--- src/sdsb_pkg.sv ---
// constants and bundle types for the separate-port burst sram
package sdsb_pkg;
  localparam int ADDR_W      = 20;
  localparam int DATA_W      = 36;
  localparam int LANE_W      = 9;
  localparam int LANES       = 4;
  localparam int BURST_W     = 2 * DATA_W;
  localparam int LAT_LONG    = 2;
  localparam int LAT_SHORT   = 1;
  localparam int PIPE_W      = 2;
  localparam int RD_FIFO_DEP = 4;

  typedef struct packed {
    logic              k;
    logic              k_n;
    logic              pll_bypass_select_n;
    logic              read_port_select_n;
    logic              write_port_select_n;
    logic [LANES-1:0]  byte_write_select_n;
    logic [ADDR_W-1:0] addr;
    logic [DATA_W-1:0] data;
  } sdsb_pins_t;

  localparam sdsb_pins_t PINS_IDLE = '{
    k: 1'b0, k_n: 1'b0, pll_bypass_select_n: 1'b1,
    read_port_select_n: 1'b1, write_port_select_n: 1'b1,
    byte_write_select_n: 4'hF, addr: 20'h0_0000, data: 36'h0_0000_0000};

  typedef struct packed {
    logic [DATA_W-1:0] first;
    logic [DATA_W-1:0] second;
  } sdsb_burst_t;
endpackage

--- src/sdsb_sram.sv ---
// separate-port ddr burst sram core with read data fifo
//
// Operation
// RL1 - read, write addresses on alternate rising edges
// RL2 - each location holds two 36-bit words
// RL3 - data moves on both clocks' rising edges
// RL4 - only rising edges of clocks are used
// RL5 - bypass select high: read latency two cycles
// RL6 - bypass select low: read latency one cycle
// RL7 - read and write ports run concurrently
// RL8 - valid flag marks phases carrying read data
// RL9 - echo clocks travel with read data
// RL10 - all synchronous inputs registered before use
// RL11 - read data driven from output registers
// RL12 - writes self-timed, no external write pulse
// RL13 - reads return most recently written data
// RL14 - separate select per port for depth
// RL15 - write select low starts write, else ignored
// RL16 - read address on k, write on k_n
// RL17 - byte selects gate 9-bit lanes
// RL18 - controller provides 20 address bits
// RL19 - read select low starts read, else ignored
// RL20 - first word precedes second word
`timescale 1ns/100ps
`default_nettype none

module sdsb_fifo #(
  parameter int WIDTH = 72,
  parameter int DEPTH = 4
) (
  input  wire logic             clk_i,
  input  wire logic             rst_i,
  input  wire logic             in_valid_i,
  output logic                  in_ready_o,
  input  wire logic [WIDTH-1:0] in_data_i,
  output logic                  out_valid_o,
  input  wire logic             out_ready_i,
  output logic [WIDTH-1:0]      out_data_o
);
  localparam int IW = (DEPTH > 1) ? $clog2(DEPTH) : 1;
  localparam int CW = $clog2(DEPTH + 1);

  logic [WIDTH-1:0] mem_reg [DEPTH];
  logic [WIDTH-1:0] mem_next [DEPTH];
  logic [IW-1:0]    wr_ptr_reg;
  logic [IW-1:0]    wr_ptr_next;
  logic [IW-1:0]    rd_ptr_reg;
  logic [IW-1:0]    rd_ptr_next;
  logic [CW-1:0]    count_reg;
  logic [CW-1:0]    count_next;
  logic             push;
  logic             pop;

  function automatic logic [IW-1:0] ptr_inc(input logic [IW-1:0] p);
    ptr_inc = (p == IW'(DEPTH - 1)) ? '0 : IW'(p + 1'b1);
  endfunction

  assign in_ready_o  = (count_reg != CW'(DEPTH));
  assign out_valid_o = (count_reg != '0);
  assign out_data_o  = mem_reg[rd_ptr_reg];
  assign push        = in_valid_i && in_ready_o;
  assign pop         = out_valid_o && out_ready_i;

  always_comb begin
    mem_next    = mem_reg;
    wr_ptr_next = wr_ptr_reg;
    rd_ptr_next = rd_ptr_reg;
    count_next  = count_reg;
    if (push) begin
      mem_next[wr_ptr_reg] = in_data_i;
      wr_ptr_next          = ptr_inc(wr_ptr_reg);
    end
    if (pop) begin
      rd_ptr_next = ptr_inc(rd_ptr_reg);
    end
    if (push && !pop) begin
      count_next = CW'(count_reg + 1'b1);
    end else if (pop && !push) begin
      count_next = CW'(count_reg - 1'b1);
    end
  end

  always_ff @(posedge clk_i or posedge rst_i) begin
    if (rst_i) begin
      for (int i = 0; i < DEPTH; i++) begin
        mem_reg[i] <= '0;
      end
      wr_ptr_reg <= '0;
      rd_ptr_reg <= '0;
      count_reg  <= '0;
    end else begin
      mem_reg    <= mem_next;
      wr_ptr_reg <= wr_ptr_next;
      rd_ptr_reg <= rd_ptr_next;
      count_reg  <= count_next;
    end
  end
endmodule

module sdsb_sram #(
  parameter int ADDR_W   = sdsb_pkg::ADDR_W,
  parameter int STORE_AW = 4,
  parameter int FIFO_DEP = sdsb_pkg::RD_FIFO_DEP
) (
  input  wire logic                        REF_CLK_I,
  input  wire logic                        RST_I,
  input  wire logic                        K_I,
  input  wire logic                        K_N_I,
  input  wire logic                        PLL_BYPASS_SELECT_N_I,
  input  wire logic                        READ_PORT_SELECT_N_I,
  input  wire logic                        WRITE_PORT_SELECT_N_I,
  input  wire logic [sdsb_pkg::LANES-1:0]  BYTE_WRITE_SELECT_N_I,
  input  wire logic [ADDR_W-1:0]           ADDR_I,
  input  wire logic [sdsb_pkg::DATA_W-1:0] D_I,
  output logic      [sdsb_pkg::DATA_W-1:0] Q_O,
  output logic                             OUTPUT_VALID_FLAG_O,
  output logic                             ECHO_CLOCK_O,
  output logic                             ECHO_CLOCK_N_O
);
  localparam int DEPTH = 1 << STORE_AW;

  sdsb_pkg::sdsb_pins_t pins_in;
  sdsb_pkg::sdsb_pins_t meta_reg;
  sdsb_pkg::sdsb_pins_t sync_reg;
  logic                 k_old_reg;
  logic                 kn_old_reg;
  logic                 k_rise;
  logic                 kn_rise;

  // inputs pass two flops, edges found from the second stage
  always_comb begin
    pins_in                     = sdsb_pkg::PINS_IDLE;
    pins_in.k                   = K_I;
    pins_in.k_n                 = K_N_I;
    pins_in.pll_bypass_select_n = PLL_BYPASS_SELECT_N_I;
    pins_in.read_port_select_n  = READ_PORT_SELECT_N_I;
    pins_in.write_port_select_n = WRITE_PORT_SELECT_N_I;
    pins_in.byte_write_select_n = BYTE_WRITE_SELECT_N_I;
    pins_in.addr                = sdsb_pkg::ADDR_W'(ADDR_I);
    pins_in.data                = D_I;
  end

  always_ff @(posedge REF_CLK_I or posedge RST_I) begin
    if (RST_I) begin
      meta_reg   <= sdsb_pkg::PINS_IDLE;
      sync_reg   <= sdsb_pkg::PINS_IDLE;
      k_old_reg  <= 1'b0;
      kn_old_reg <= 1'b0;
    end else begin
      meta_reg   <= pins_in;           // see RL10
      sync_reg   <= meta_reg;
      k_old_reg  <= sync_reg.k;
      kn_old_reg <= sync_reg.k_n;
    end
  end

  assign k_rise  = sync_reg.k && !k_old_reg;     // see RL4
  assign kn_rise = sync_reg.k_n && !kn_old_reg;  // see RL4

  function automatic logic [sdsb_pkg::DATA_W-1:0] lane_merge(
    input logic [sdsb_pkg::DATA_W-1:0] old_w,
    input logic [sdsb_pkg::DATA_W-1:0] new_w,
    input logic [sdsb_pkg::LANES-1:0]  sel_n);
    lane_merge = old_w;
    for (int i = 0; i < sdsb_pkg::LANES; i++) begin
      if (!sel_n[i]) begin
        lane_merge[i*sdsb_pkg::LANE_W +: sdsb_pkg::LANE_W] =
          new_w[i*sdsb_pkg::LANE_W +: sdsb_pkg::LANE_W];  // see RL17
      end
    end
  endfunction

  // write port: select and first word on k, address and second word on k_n
  sdsb_pkg::sdsb_burst_t       array_reg [DEPTH];
  sdsb_pkg::sdsb_burst_t       array_next [DEPTH];
  logic                        wr_pend_reg;
  logic                        wr_pend_next;
  logic [sdsb_pkg::DATA_W-1:0] wr_first_reg;
  logic [sdsb_pkg::DATA_W-1:0] wr_first_next;
  logic [sdsb_pkg::LANES-1:0]  wr_sel_reg;
  logic [sdsb_pkg::LANES-1:0]  wr_sel_next;
  logic [STORE_AW-1:0]         wr_idx;
  logic [STORE_AW-1:0]         rd_idx;

  assign wr_idx = sync_reg.addr[STORE_AW-1:0];
  assign rd_idx = sync_reg.addr[STORE_AW-1:0];

  always_comb begin
    array_next    = array_reg;
    wr_pend_next  = wr_pend_reg;
    wr_first_next = wr_first_reg;
    wr_sel_next   = wr_sel_reg;
    if (k_rise) begin
      wr_pend_next  = !sync_reg.write_port_select_n;  // see RL15 RL14
      wr_first_next = sync_reg.data;                  // see RL3
      wr_sel_next   = sync_reg.byte_write_select_n;
    end
    if (kn_rise && wr_pend_reg) begin
      // self-timed array update on the k_n edge that carries the last word
      array_next[wr_idx].first  = lane_merge(array_reg[wr_idx].first,
                                             wr_first_reg, wr_sel_reg);  // see RL12 RL16
      array_next[wr_idx].second = lane_merge(array_reg[wr_idx].second,
                                             sync_reg.data,
                                             sync_reg.byte_write_select_n);  // see RL2 RL3
      wr_pend_next = 1'b0;
    end
  end

  always_ff @(posedge REF_CLK_I or posedge RST_I) begin
    if (RST_I) begin
      for (int i = 0; i < DEPTH; i++) begin
        array_reg[i] <= '0;
      end
      wr_pend_reg  <= 1'b0;
      wr_first_reg <= '0;
      wr_sel_reg   <= 4'hF;
    end else begin
      array_reg    <= array_next;
      wr_pend_reg  <= wr_pend_next;
      wr_first_reg <= wr_first_next;
      wr_sel_reg   <= wr_sel_next;
    end
  end

  // read port: request on k, burst queued then released after the latency
  sdsb_pkg::sdsb_burst_t rd_in;
  sdsb_pkg::sdsb_burst_t rd_out;
  logic                  rd_req;
  logic                  rd_in_ready;
  logic                  rd_out_valid;
  logic                  rd_pop;
  logic                  rd_issue;
  logic                  lat_long;
  logic [sdsb_pkg::PIPE_W-1:0] pipe_reg;
  logic [sdsb_pkg::PIPE_W-1:0] pipe_next;

  // reads see the array after any completed write burst
  assign rd_in    = array_reg[rd_idx];                                 // see RL13
  assign rd_req   = k_rise && !sync_reg.read_port_select_n && rd_in_ready;  // see RL19 RL14 RL1
  assign lat_long = sync_reg.pll_bypass_select_n;
  assign rd_issue = k_rise && (lat_long ? pipe_reg[sdsb_pkg::LAT_LONG - 1]      // see RL5
                                        : pipe_reg[sdsb_pkg::LAT_SHORT - 1]);  // see RL6
  assign rd_pop   = rd_issue && rd_out_valid;

  sdsb_fifo #(
    .WIDTH (sdsb_pkg::BURST_W),
    .DEPTH (FIFO_DEP)
  ) u_rd_fifo (
    .clk_i       (REF_CLK_I),
    .rst_i       (RST_I),
    .in_valid_i  (rd_req),
    .in_ready_o  (rd_in_ready),
    .in_data_i   (rd_in),
    .out_valid_o (rd_out_valid),
    .out_ready_i (rd_pop),
    .out_data_o  (rd_out)
  );

  always_comb begin
    pipe_next = pipe_reg;
    if (k_rise) begin
      pipe_next = {pipe_reg[sdsb_pkg::PIPE_W-2:0], rd_req};  // see RL7
    end
  end

  // output phase sequencer
  logic [sdsb_pkg::DATA_W-1:0] q_reg;
  logic [sdsb_pkg::DATA_W-1:0] q_next;
  logic [sdsb_pkg::DATA_W-1:0] hold_reg;
  logic [sdsb_pkg::DATA_W-1:0] hold_next;
  logic                        vld_reg;
  logic                        vld_next;
  logic                        sec_reg;
  logic                        sec_next;
  logic                        echo_reg;
  logic                        echo_n_reg;

  always_comb begin
    q_next    = q_reg;
    hold_next = hold_reg;
    vld_next  = vld_reg;
    sec_next  = sec_reg;
    if (k_rise) begin
      if (rd_pop) begin
        q_next    = rd_out.first;   // see RL20
        hold_next = rd_out.second;
        vld_next  = 1'b1;           // see RL8
        sec_next  = 1'b1;
      end else begin
        vld_next = 1'b0;            // see RL8
      end
    end else if (kn_rise && sec_reg) begin
      q_next   = hold_reg;          // see RL20 RL3
      sec_next = 1'b0;
    end
  end

  always_ff @(posedge REF_CLK_I or posedge RST_I) begin
    if (RST_I) begin
      pipe_reg   <= '0;
      q_reg      <= '0;
      hold_reg   <= '0;
      vld_reg    <= 1'b0;
      sec_reg    <= 1'b0;
      echo_reg   <= 1'b0;
      echo_n_reg <= 1'b0;
    end else begin
      pipe_reg   <= pipe_next;
      q_reg      <= q_next;
      hold_reg   <= hold_next;
      vld_reg    <= vld_next;
      sec_reg    <= sec_next;
      echo_reg   <= sync_reg.k;     // see RL9
      echo_n_reg <= sync_reg.k_n;   // see RL9
    end
  end

  assign Q_O                 = q_reg;  // see RL11
  assign OUTPUT_VALID_FLAG_O = vld_reg;
  assign ECHO_CLOCK_O        = echo_reg;
  assign ECHO_CLOCK_N_O      = echo_n_reg;
endmodule

`default_nettype wire

--- config.mk ---
export PLATFORM = sky130hd
export DESIGN_NAME = sdsb_sram
export DESIGN_NICKNAME = d
export VERILOG_FILES = /design/src/sdsb_pkg.sv /design/src/sdsb_sram.sv
export SDC_FILE = /design/constraint.sdc
export NUM_CORES = 2
export LEC_CHECK = 0
export CORE_UTILIZATION = 50
export DETAILED_ROUTE_END_ITERATION = 12
export DONT_BUFFER_PORTS = 1
export GPL_TIMING_DRIVEN = 0
export PLACE_DENSITY = 0.68
export SETUP_SLACK_MARGIN = 0.1
export SLEW_MARGIN = 40
export SYNTH_ARGS = -nofsm -noshare
export SYNTH_HDL_FRONTEND = slang
export SYNTH_HIERARCHICAL = 1
export SYNTH_SLANG_ARGS = --single-unit
--- constraint.sdc ---
create_clock -name REF_CLK_I -period 45.5 [get_ports REF_CLK_I]
set_input_delay 6.825 -clock REF_CLK_I [delete_from_list [all_inputs] [get_ports REF_CLK_I]]
set_output_delay 6.825 -clock REF_CLK_I [all_outputs]
set_load 0.1 [all_outputs]
Word level (Yosys, flattened, before mapping)
Cells that the tools add are included.
{ "op_classes": {"addsub": 4, "n_lt_le_gt_ge": 5, "eq_ne": 4, "mux": 45, "bitwise_logic": 3, "n_reduce_logical": 26} }
{ "op_table": {"columns": ["operator", "n"], "rows": [
  ["1152-bit bitwise mux", 2],
  ["72-bit demux with 4-bit select", 2],
  ["72-bit two-way mux", 6],
  ["72-bit binary-select mux with 4-bit select", 1],
  ["288-bit bitwise mux", 1],
  ["72-bit binary-select mux with 2-bit select", 1],
  ["72-bit demux with 2-bit select", 1],
  ["36-bit two-way mux", 4],
  ["9-bit two-way mux", 16],
  ["1-bit logical AND", 14],
  ["1-bit two-way mux", 7],
  ["3-bit greater-or-equal comparator (second input constant)", 2],
  ["1-bit zero test", 6],
  ["3-bit two-way mux", 2],
  ["2-bit inverter with 3-bit output", 2],
  ["2-bit nonzero test", 3],
  ["5-bit greater-or-equal comparator (second input constant)", 1],
  ["5-bit by 1-bit < comparator with 1-bit output (second input constant)", 1],
  ["4-bit inverter with 5-bit output", 1],
  ["2-bit by 1-bit adder with 2-bit output (second input constant)", 2],
  ["2-bit equality test (second input constant)", 2],
  ["2-bit two-way mux", 2],
  ["2-bit AND reduction", 2],
  ["3-bit by 1-bit adder with 3-bit output (second input constant)", 1],
  ["other kinds (5)", 5]
]} }
{ "totals": {"regBits": 1664, "in_bits": 67, "output_inout_bits": 39, "wordCells": 152} }

Logic depth before layout (Yosys ltp)
{ "depth": {"depth_word": 9, "ltp_mapped": 13, "ltp_nobuf": 11} }

By module
Netlist, hierarchy kept.
{ "by_module_without_submodules": {"columns": ["mod", "n_inst", "cells_each", "area_per_inst_um2", "seq_area_each_um2"], "rows": [
  ["sdsb_sram", 1, 5735, 59691.0, 34280.4],
  ["sdsb_fifo", 1, 734, 12990.0, 7382.1]
]} }

Least setup slack after synthesis
No wires, ideal clock.
{ "synth_timing": {"kind": "flip-flop to output port", "start": "reg echo_reg, in the netlist ECHO_CLOCK_O", "end": "out ECHO_CLOCK_O", "t_arrival_ns": 0.916, "t_required_ns": 38.675, "setup_slack_ns": 37.759, "path_stages_with_launch": 1, "n_path_buf": 0, "path_cell_list": "dfrtp_1"} }
{ "synth_rtl": {"columns": ["item", "line_no", "source"], "rows": [
  ["start, declared", "sdsb_sram.sv:275", "logic echo_reg;"],
  ["start signal, assigned", "sdsb_sram.sv:313", "echo_reg <= sync_reg.k;"],
  ["end, declared", "sdsb_sram.sv:117", "output logic ECHO_CLOCK_O,"]
]} }
No word-level cell between the ends.

Final worst setup path
{ "layout_timing": {"start": "reg q_reg (netlist bit Q_O[5])", "end": "out Q_O[5] (netlist bit)"} }
{ "layout_rtl": {"columns": ["item", "line_no", "source"], "rows": [
  ["start, declared", "sdsb_sram.sv:267", "logic [sdsb_pkg::DATA_W-1:0] q_reg;"],
  ["start signal, assigned", "sdsb_sram.sv:309", "q_reg <= q_next;"],
  ["end, declared", "sdsb_sram.sv:115", "output logic [sdsb_pkg::DATA_W-1:0] Q_O,"]
]} }
No word-level cell between the ends.

==> reports/metrics.yaml <==
synthesis:
  synth-xor-area-share_pct: 0.0362
  synth.net_count: 6543
  synth.distinct_cells: 45
  synth_fa_ha_area_share_pct: 0.131
  synth_top_family_by_area: "multiplexers"
  yosys.area_share.simple_pct: 9.38
  yosys_warnings: 6
  ys_seq_area_share_pct: 57.3
  avgSynthCellArea_um2: 11.2
  synth_edf_count: 0
  synth_flop_cell: "dfrtp_1"
  synth_seq_cells: 1664
  synthMuxAreaShare_pct: 15.8
  synth_compound_area_share_pct: 13.3
  async_reset_ff_share_pct: 100
  syn-cell-area_um2: 72700
  syn_inst: 6469
power_and_ir_drop:
  power.share.sequential_pct: 46.7
  p_int_mw: 3.13
  switching_share_pct: 32.0
  power_mw: 4.60
  p_switching_mw: 1.47
  p_leak_nw: 37.9
  power_density_nw_per_um2: 55.8
  combPwrFrac_pct: 20.7
  peakVddDrop_v: 0.0000399
  p_clk_share_pct: 32.6
route:
  first_pass_iters: 10
  drtIter0Drc: 7061
  vias_per_cell: 6.43
  ant_nets: 0
  remaining_drc_errors: 6
  wl_per_cell_um: 28.5
  num_vias: 56400
  drt_wl_total_um: 250000
placed_design:
  hpwl_um: 175000
  gp_congestion: 0.961
  placed_area_um2: 76100
  place_inst: 8418
  place_ws_ns: 36.98
  portBuffers: 0
clock_network:
  cts_tree: "done"
  postCtsHoldBufs: 0
  cts-resized-gates: 0
  h-tree-depth: 4
  clk_pin_slew_ns: 0.06
  cts_buffer_depth: 3
  clock-sinks: 1664
  insertion_delay_ns: 0.82
  cts_setup_buffers: 0
  cts-root-buf: "clkbuf_16"
  cts_inserted_buffers: 174
sta:
  drv_slew: 0
  hold_viol: 0
  period_needed_ns: 8.56
  fin_ws_ns: 36.94
  grt_setup_unrepaired: "false"
  fmax_mhz: 117
  setup_viol: 0
  min_period_over_period_pct: 18.8
  hold_slack_ns: 0.346
  worst_slew_pin_slew_ns: 0.990
  slew_headroom_pct: 34.0
  finClkSkew_ns: 0.0315
  tns_ns: 0
global_routing:
  grt_pass1_vias: 54800
  globalRouteMet3Util_pct: 11.6
  groute.usage.overall_pct: 33.9
  use_met2_pct: 47.2
  grtUsageMet1_pct: 44.9
  grt_pass1_wl_um: 365000
  busiest_layer: "met2"
  antenna_found_initial: 14
  gr-total-overflow: 0
  grt_max_degree: 83
critical_path:
  ff2ff_path_depth: 8
  cp_data_required_time_ns: 38.67
  start_kind: "register"
  cp_num_cells: 0
  cp.arrival_ns: 1.74
  path_class: "reg -> out"
  path_max_fanout: 2
  end_kind: "output port"
floorplanning:
  core_um2: 144000
  fp.dieArea_um2: 147000
  die_w_um: 383
  io_pins: 106
  initial_utilization_pct: 50.5
  fp.dieH_um: 383
  row_count: 139
job:
  drv_cap: 0
worst_hold_path:
  hold_class: "reg -> reg"
  whs_path_depth: 0
layout:
  final_core_utilization_pct: 57.1
  drive_gt1_share_pct: 16.9
  stdcell_count: 8766
  design_area_um2: 82300
  nets: 6773
  area_delta_synth_final_pct: 13.2
  largest_reg_flops: 1152
run_status:
  status: "finished with violations"
  violations: "DRC"
[placed cells by master, fill, tap and decap left out, types with 5 or more instances in the layout]
cell type	n
nor2b_1	10
clkbuf_2	24
buf_16	24
clkbuf_1	247
a21oi_1	578
dfrtp_2	37
buf_4	76
bufinv_16	12
ha_1	6
buf_1	35
o21ai_0	43
a31oi_1	576
clkinv_2	31
buf_2	166
dfrtp_1	1609
mux2_2	330
nand3_1	216
nor2_2	11
clkbuf_16	181
diode_2	14
mux2i_1	612
a22oi_1	282
clkbuf_8	78
a41oi_2	5
a32oi_2	22
dfstp_2	18
nor3_4	12
a32oi_1	45
nor2_1	1162
mux4_2	72
nand2_1	240
inv_1	10
buf_6	24
[worst paths after layout]
check	from	slack, ns	to
worst max-delay path	Q_O[5]$_DFFE_PP0P_	36.94	Q_O[5]
worst min-delay path	meta_reg[30]$_DFF_PP0_	0.35	sync_reg[30]$_DFF_PP0_
worst max register to register	rd_idx[0]$_DFF_PP0_	41.40	u_rd_fifo/mem_reg[153]$_DFFE_PP0P_
worst min register to register	meta_reg[30]$_DFF_PP0_	0.35	sync_reg[30]$_DFF_PP0_
max in group asynchronous	RST_I	37.81	array_reg[1101]$_DFFE_PP0P_
min in group asynchronous	RST_I	5.79	Q_O[18]$_DFFE_PP0P_
[synthesized netlist by cell type (28+ instances only)]
cell type | number | share of area (%)
clkbuf_8 | 28 | 0.53
mux2_2 | 330 | 5.1
a22oi_1 | 282 | 2.9
dfrtp_1 | 1646 | 57
a32oi_1 | 45 | 0.54
mux2i_1 | 612 | 8.4
nor2_1 | 1169 | 6.0
buf_2 | 160 | 1.1
nand2_1 | 240 | 1.2
a31oi_1 | 576 | 5.0
o21ai_0 | 46 | 0.32
a21oi_1 | 578 | 4.0
buf_1 | 38 | 0.20
buf_4 | 68 | 0.70
nand3_1 | 216 | 1.5
mux4_2 | 72 | 2.2
clkbuf_1 | 230 | 1.2
[logic make-up after synthesis]
family,Yosys count
compound gates,1556
simple gates,1671
buf+inv,554
xor+xnor,3
mux,1014
fa+ha+maj,7
flops,1664
[layout make-up]
| type | instances | area, um^2 |
|---|---|---|
| Timing Repair Buffer | 54 | 953 |
| Buffer | 538 | 2890 |
| Clock buffer | 268 | 5340 |
| Antenna cell | 14 | 35.0 |
| Sequential cell | 1664 | 41700 |
| Clock inverter | 58 | 727 |
| Inverter | 16 | 75.1 |
| Fill cell | 11900 | 61700 |
| Multi-Input combinational cell | 4251 | 28200 |
| Tap cell | 1903 | 2380 |
[routing by layer]
| layer | vias to the layer above | share of wire (%) |
|---|---|---|
| li1 | 23700 | - |
| met1 | 28600 | 39 |
| met2 | 3292 | 42 |
| met3 | 750 | 12 |
| met4 | 18 | 7.2 |
| met5 | - | 0.12 |
[power groups by stage]
stage	logic, mW	registers [mW]	clock network (mW)
after floorplan	0.671	2.11	0
after global placement	0.889	2.16	0
after detailed placement	0.929	2.17	0
after CTS	0.934	2.14	1.50
after global routing	1.03	2.18	1.56
final	0.953	2.15	1.50
Power figures use the tool's default switching activity.
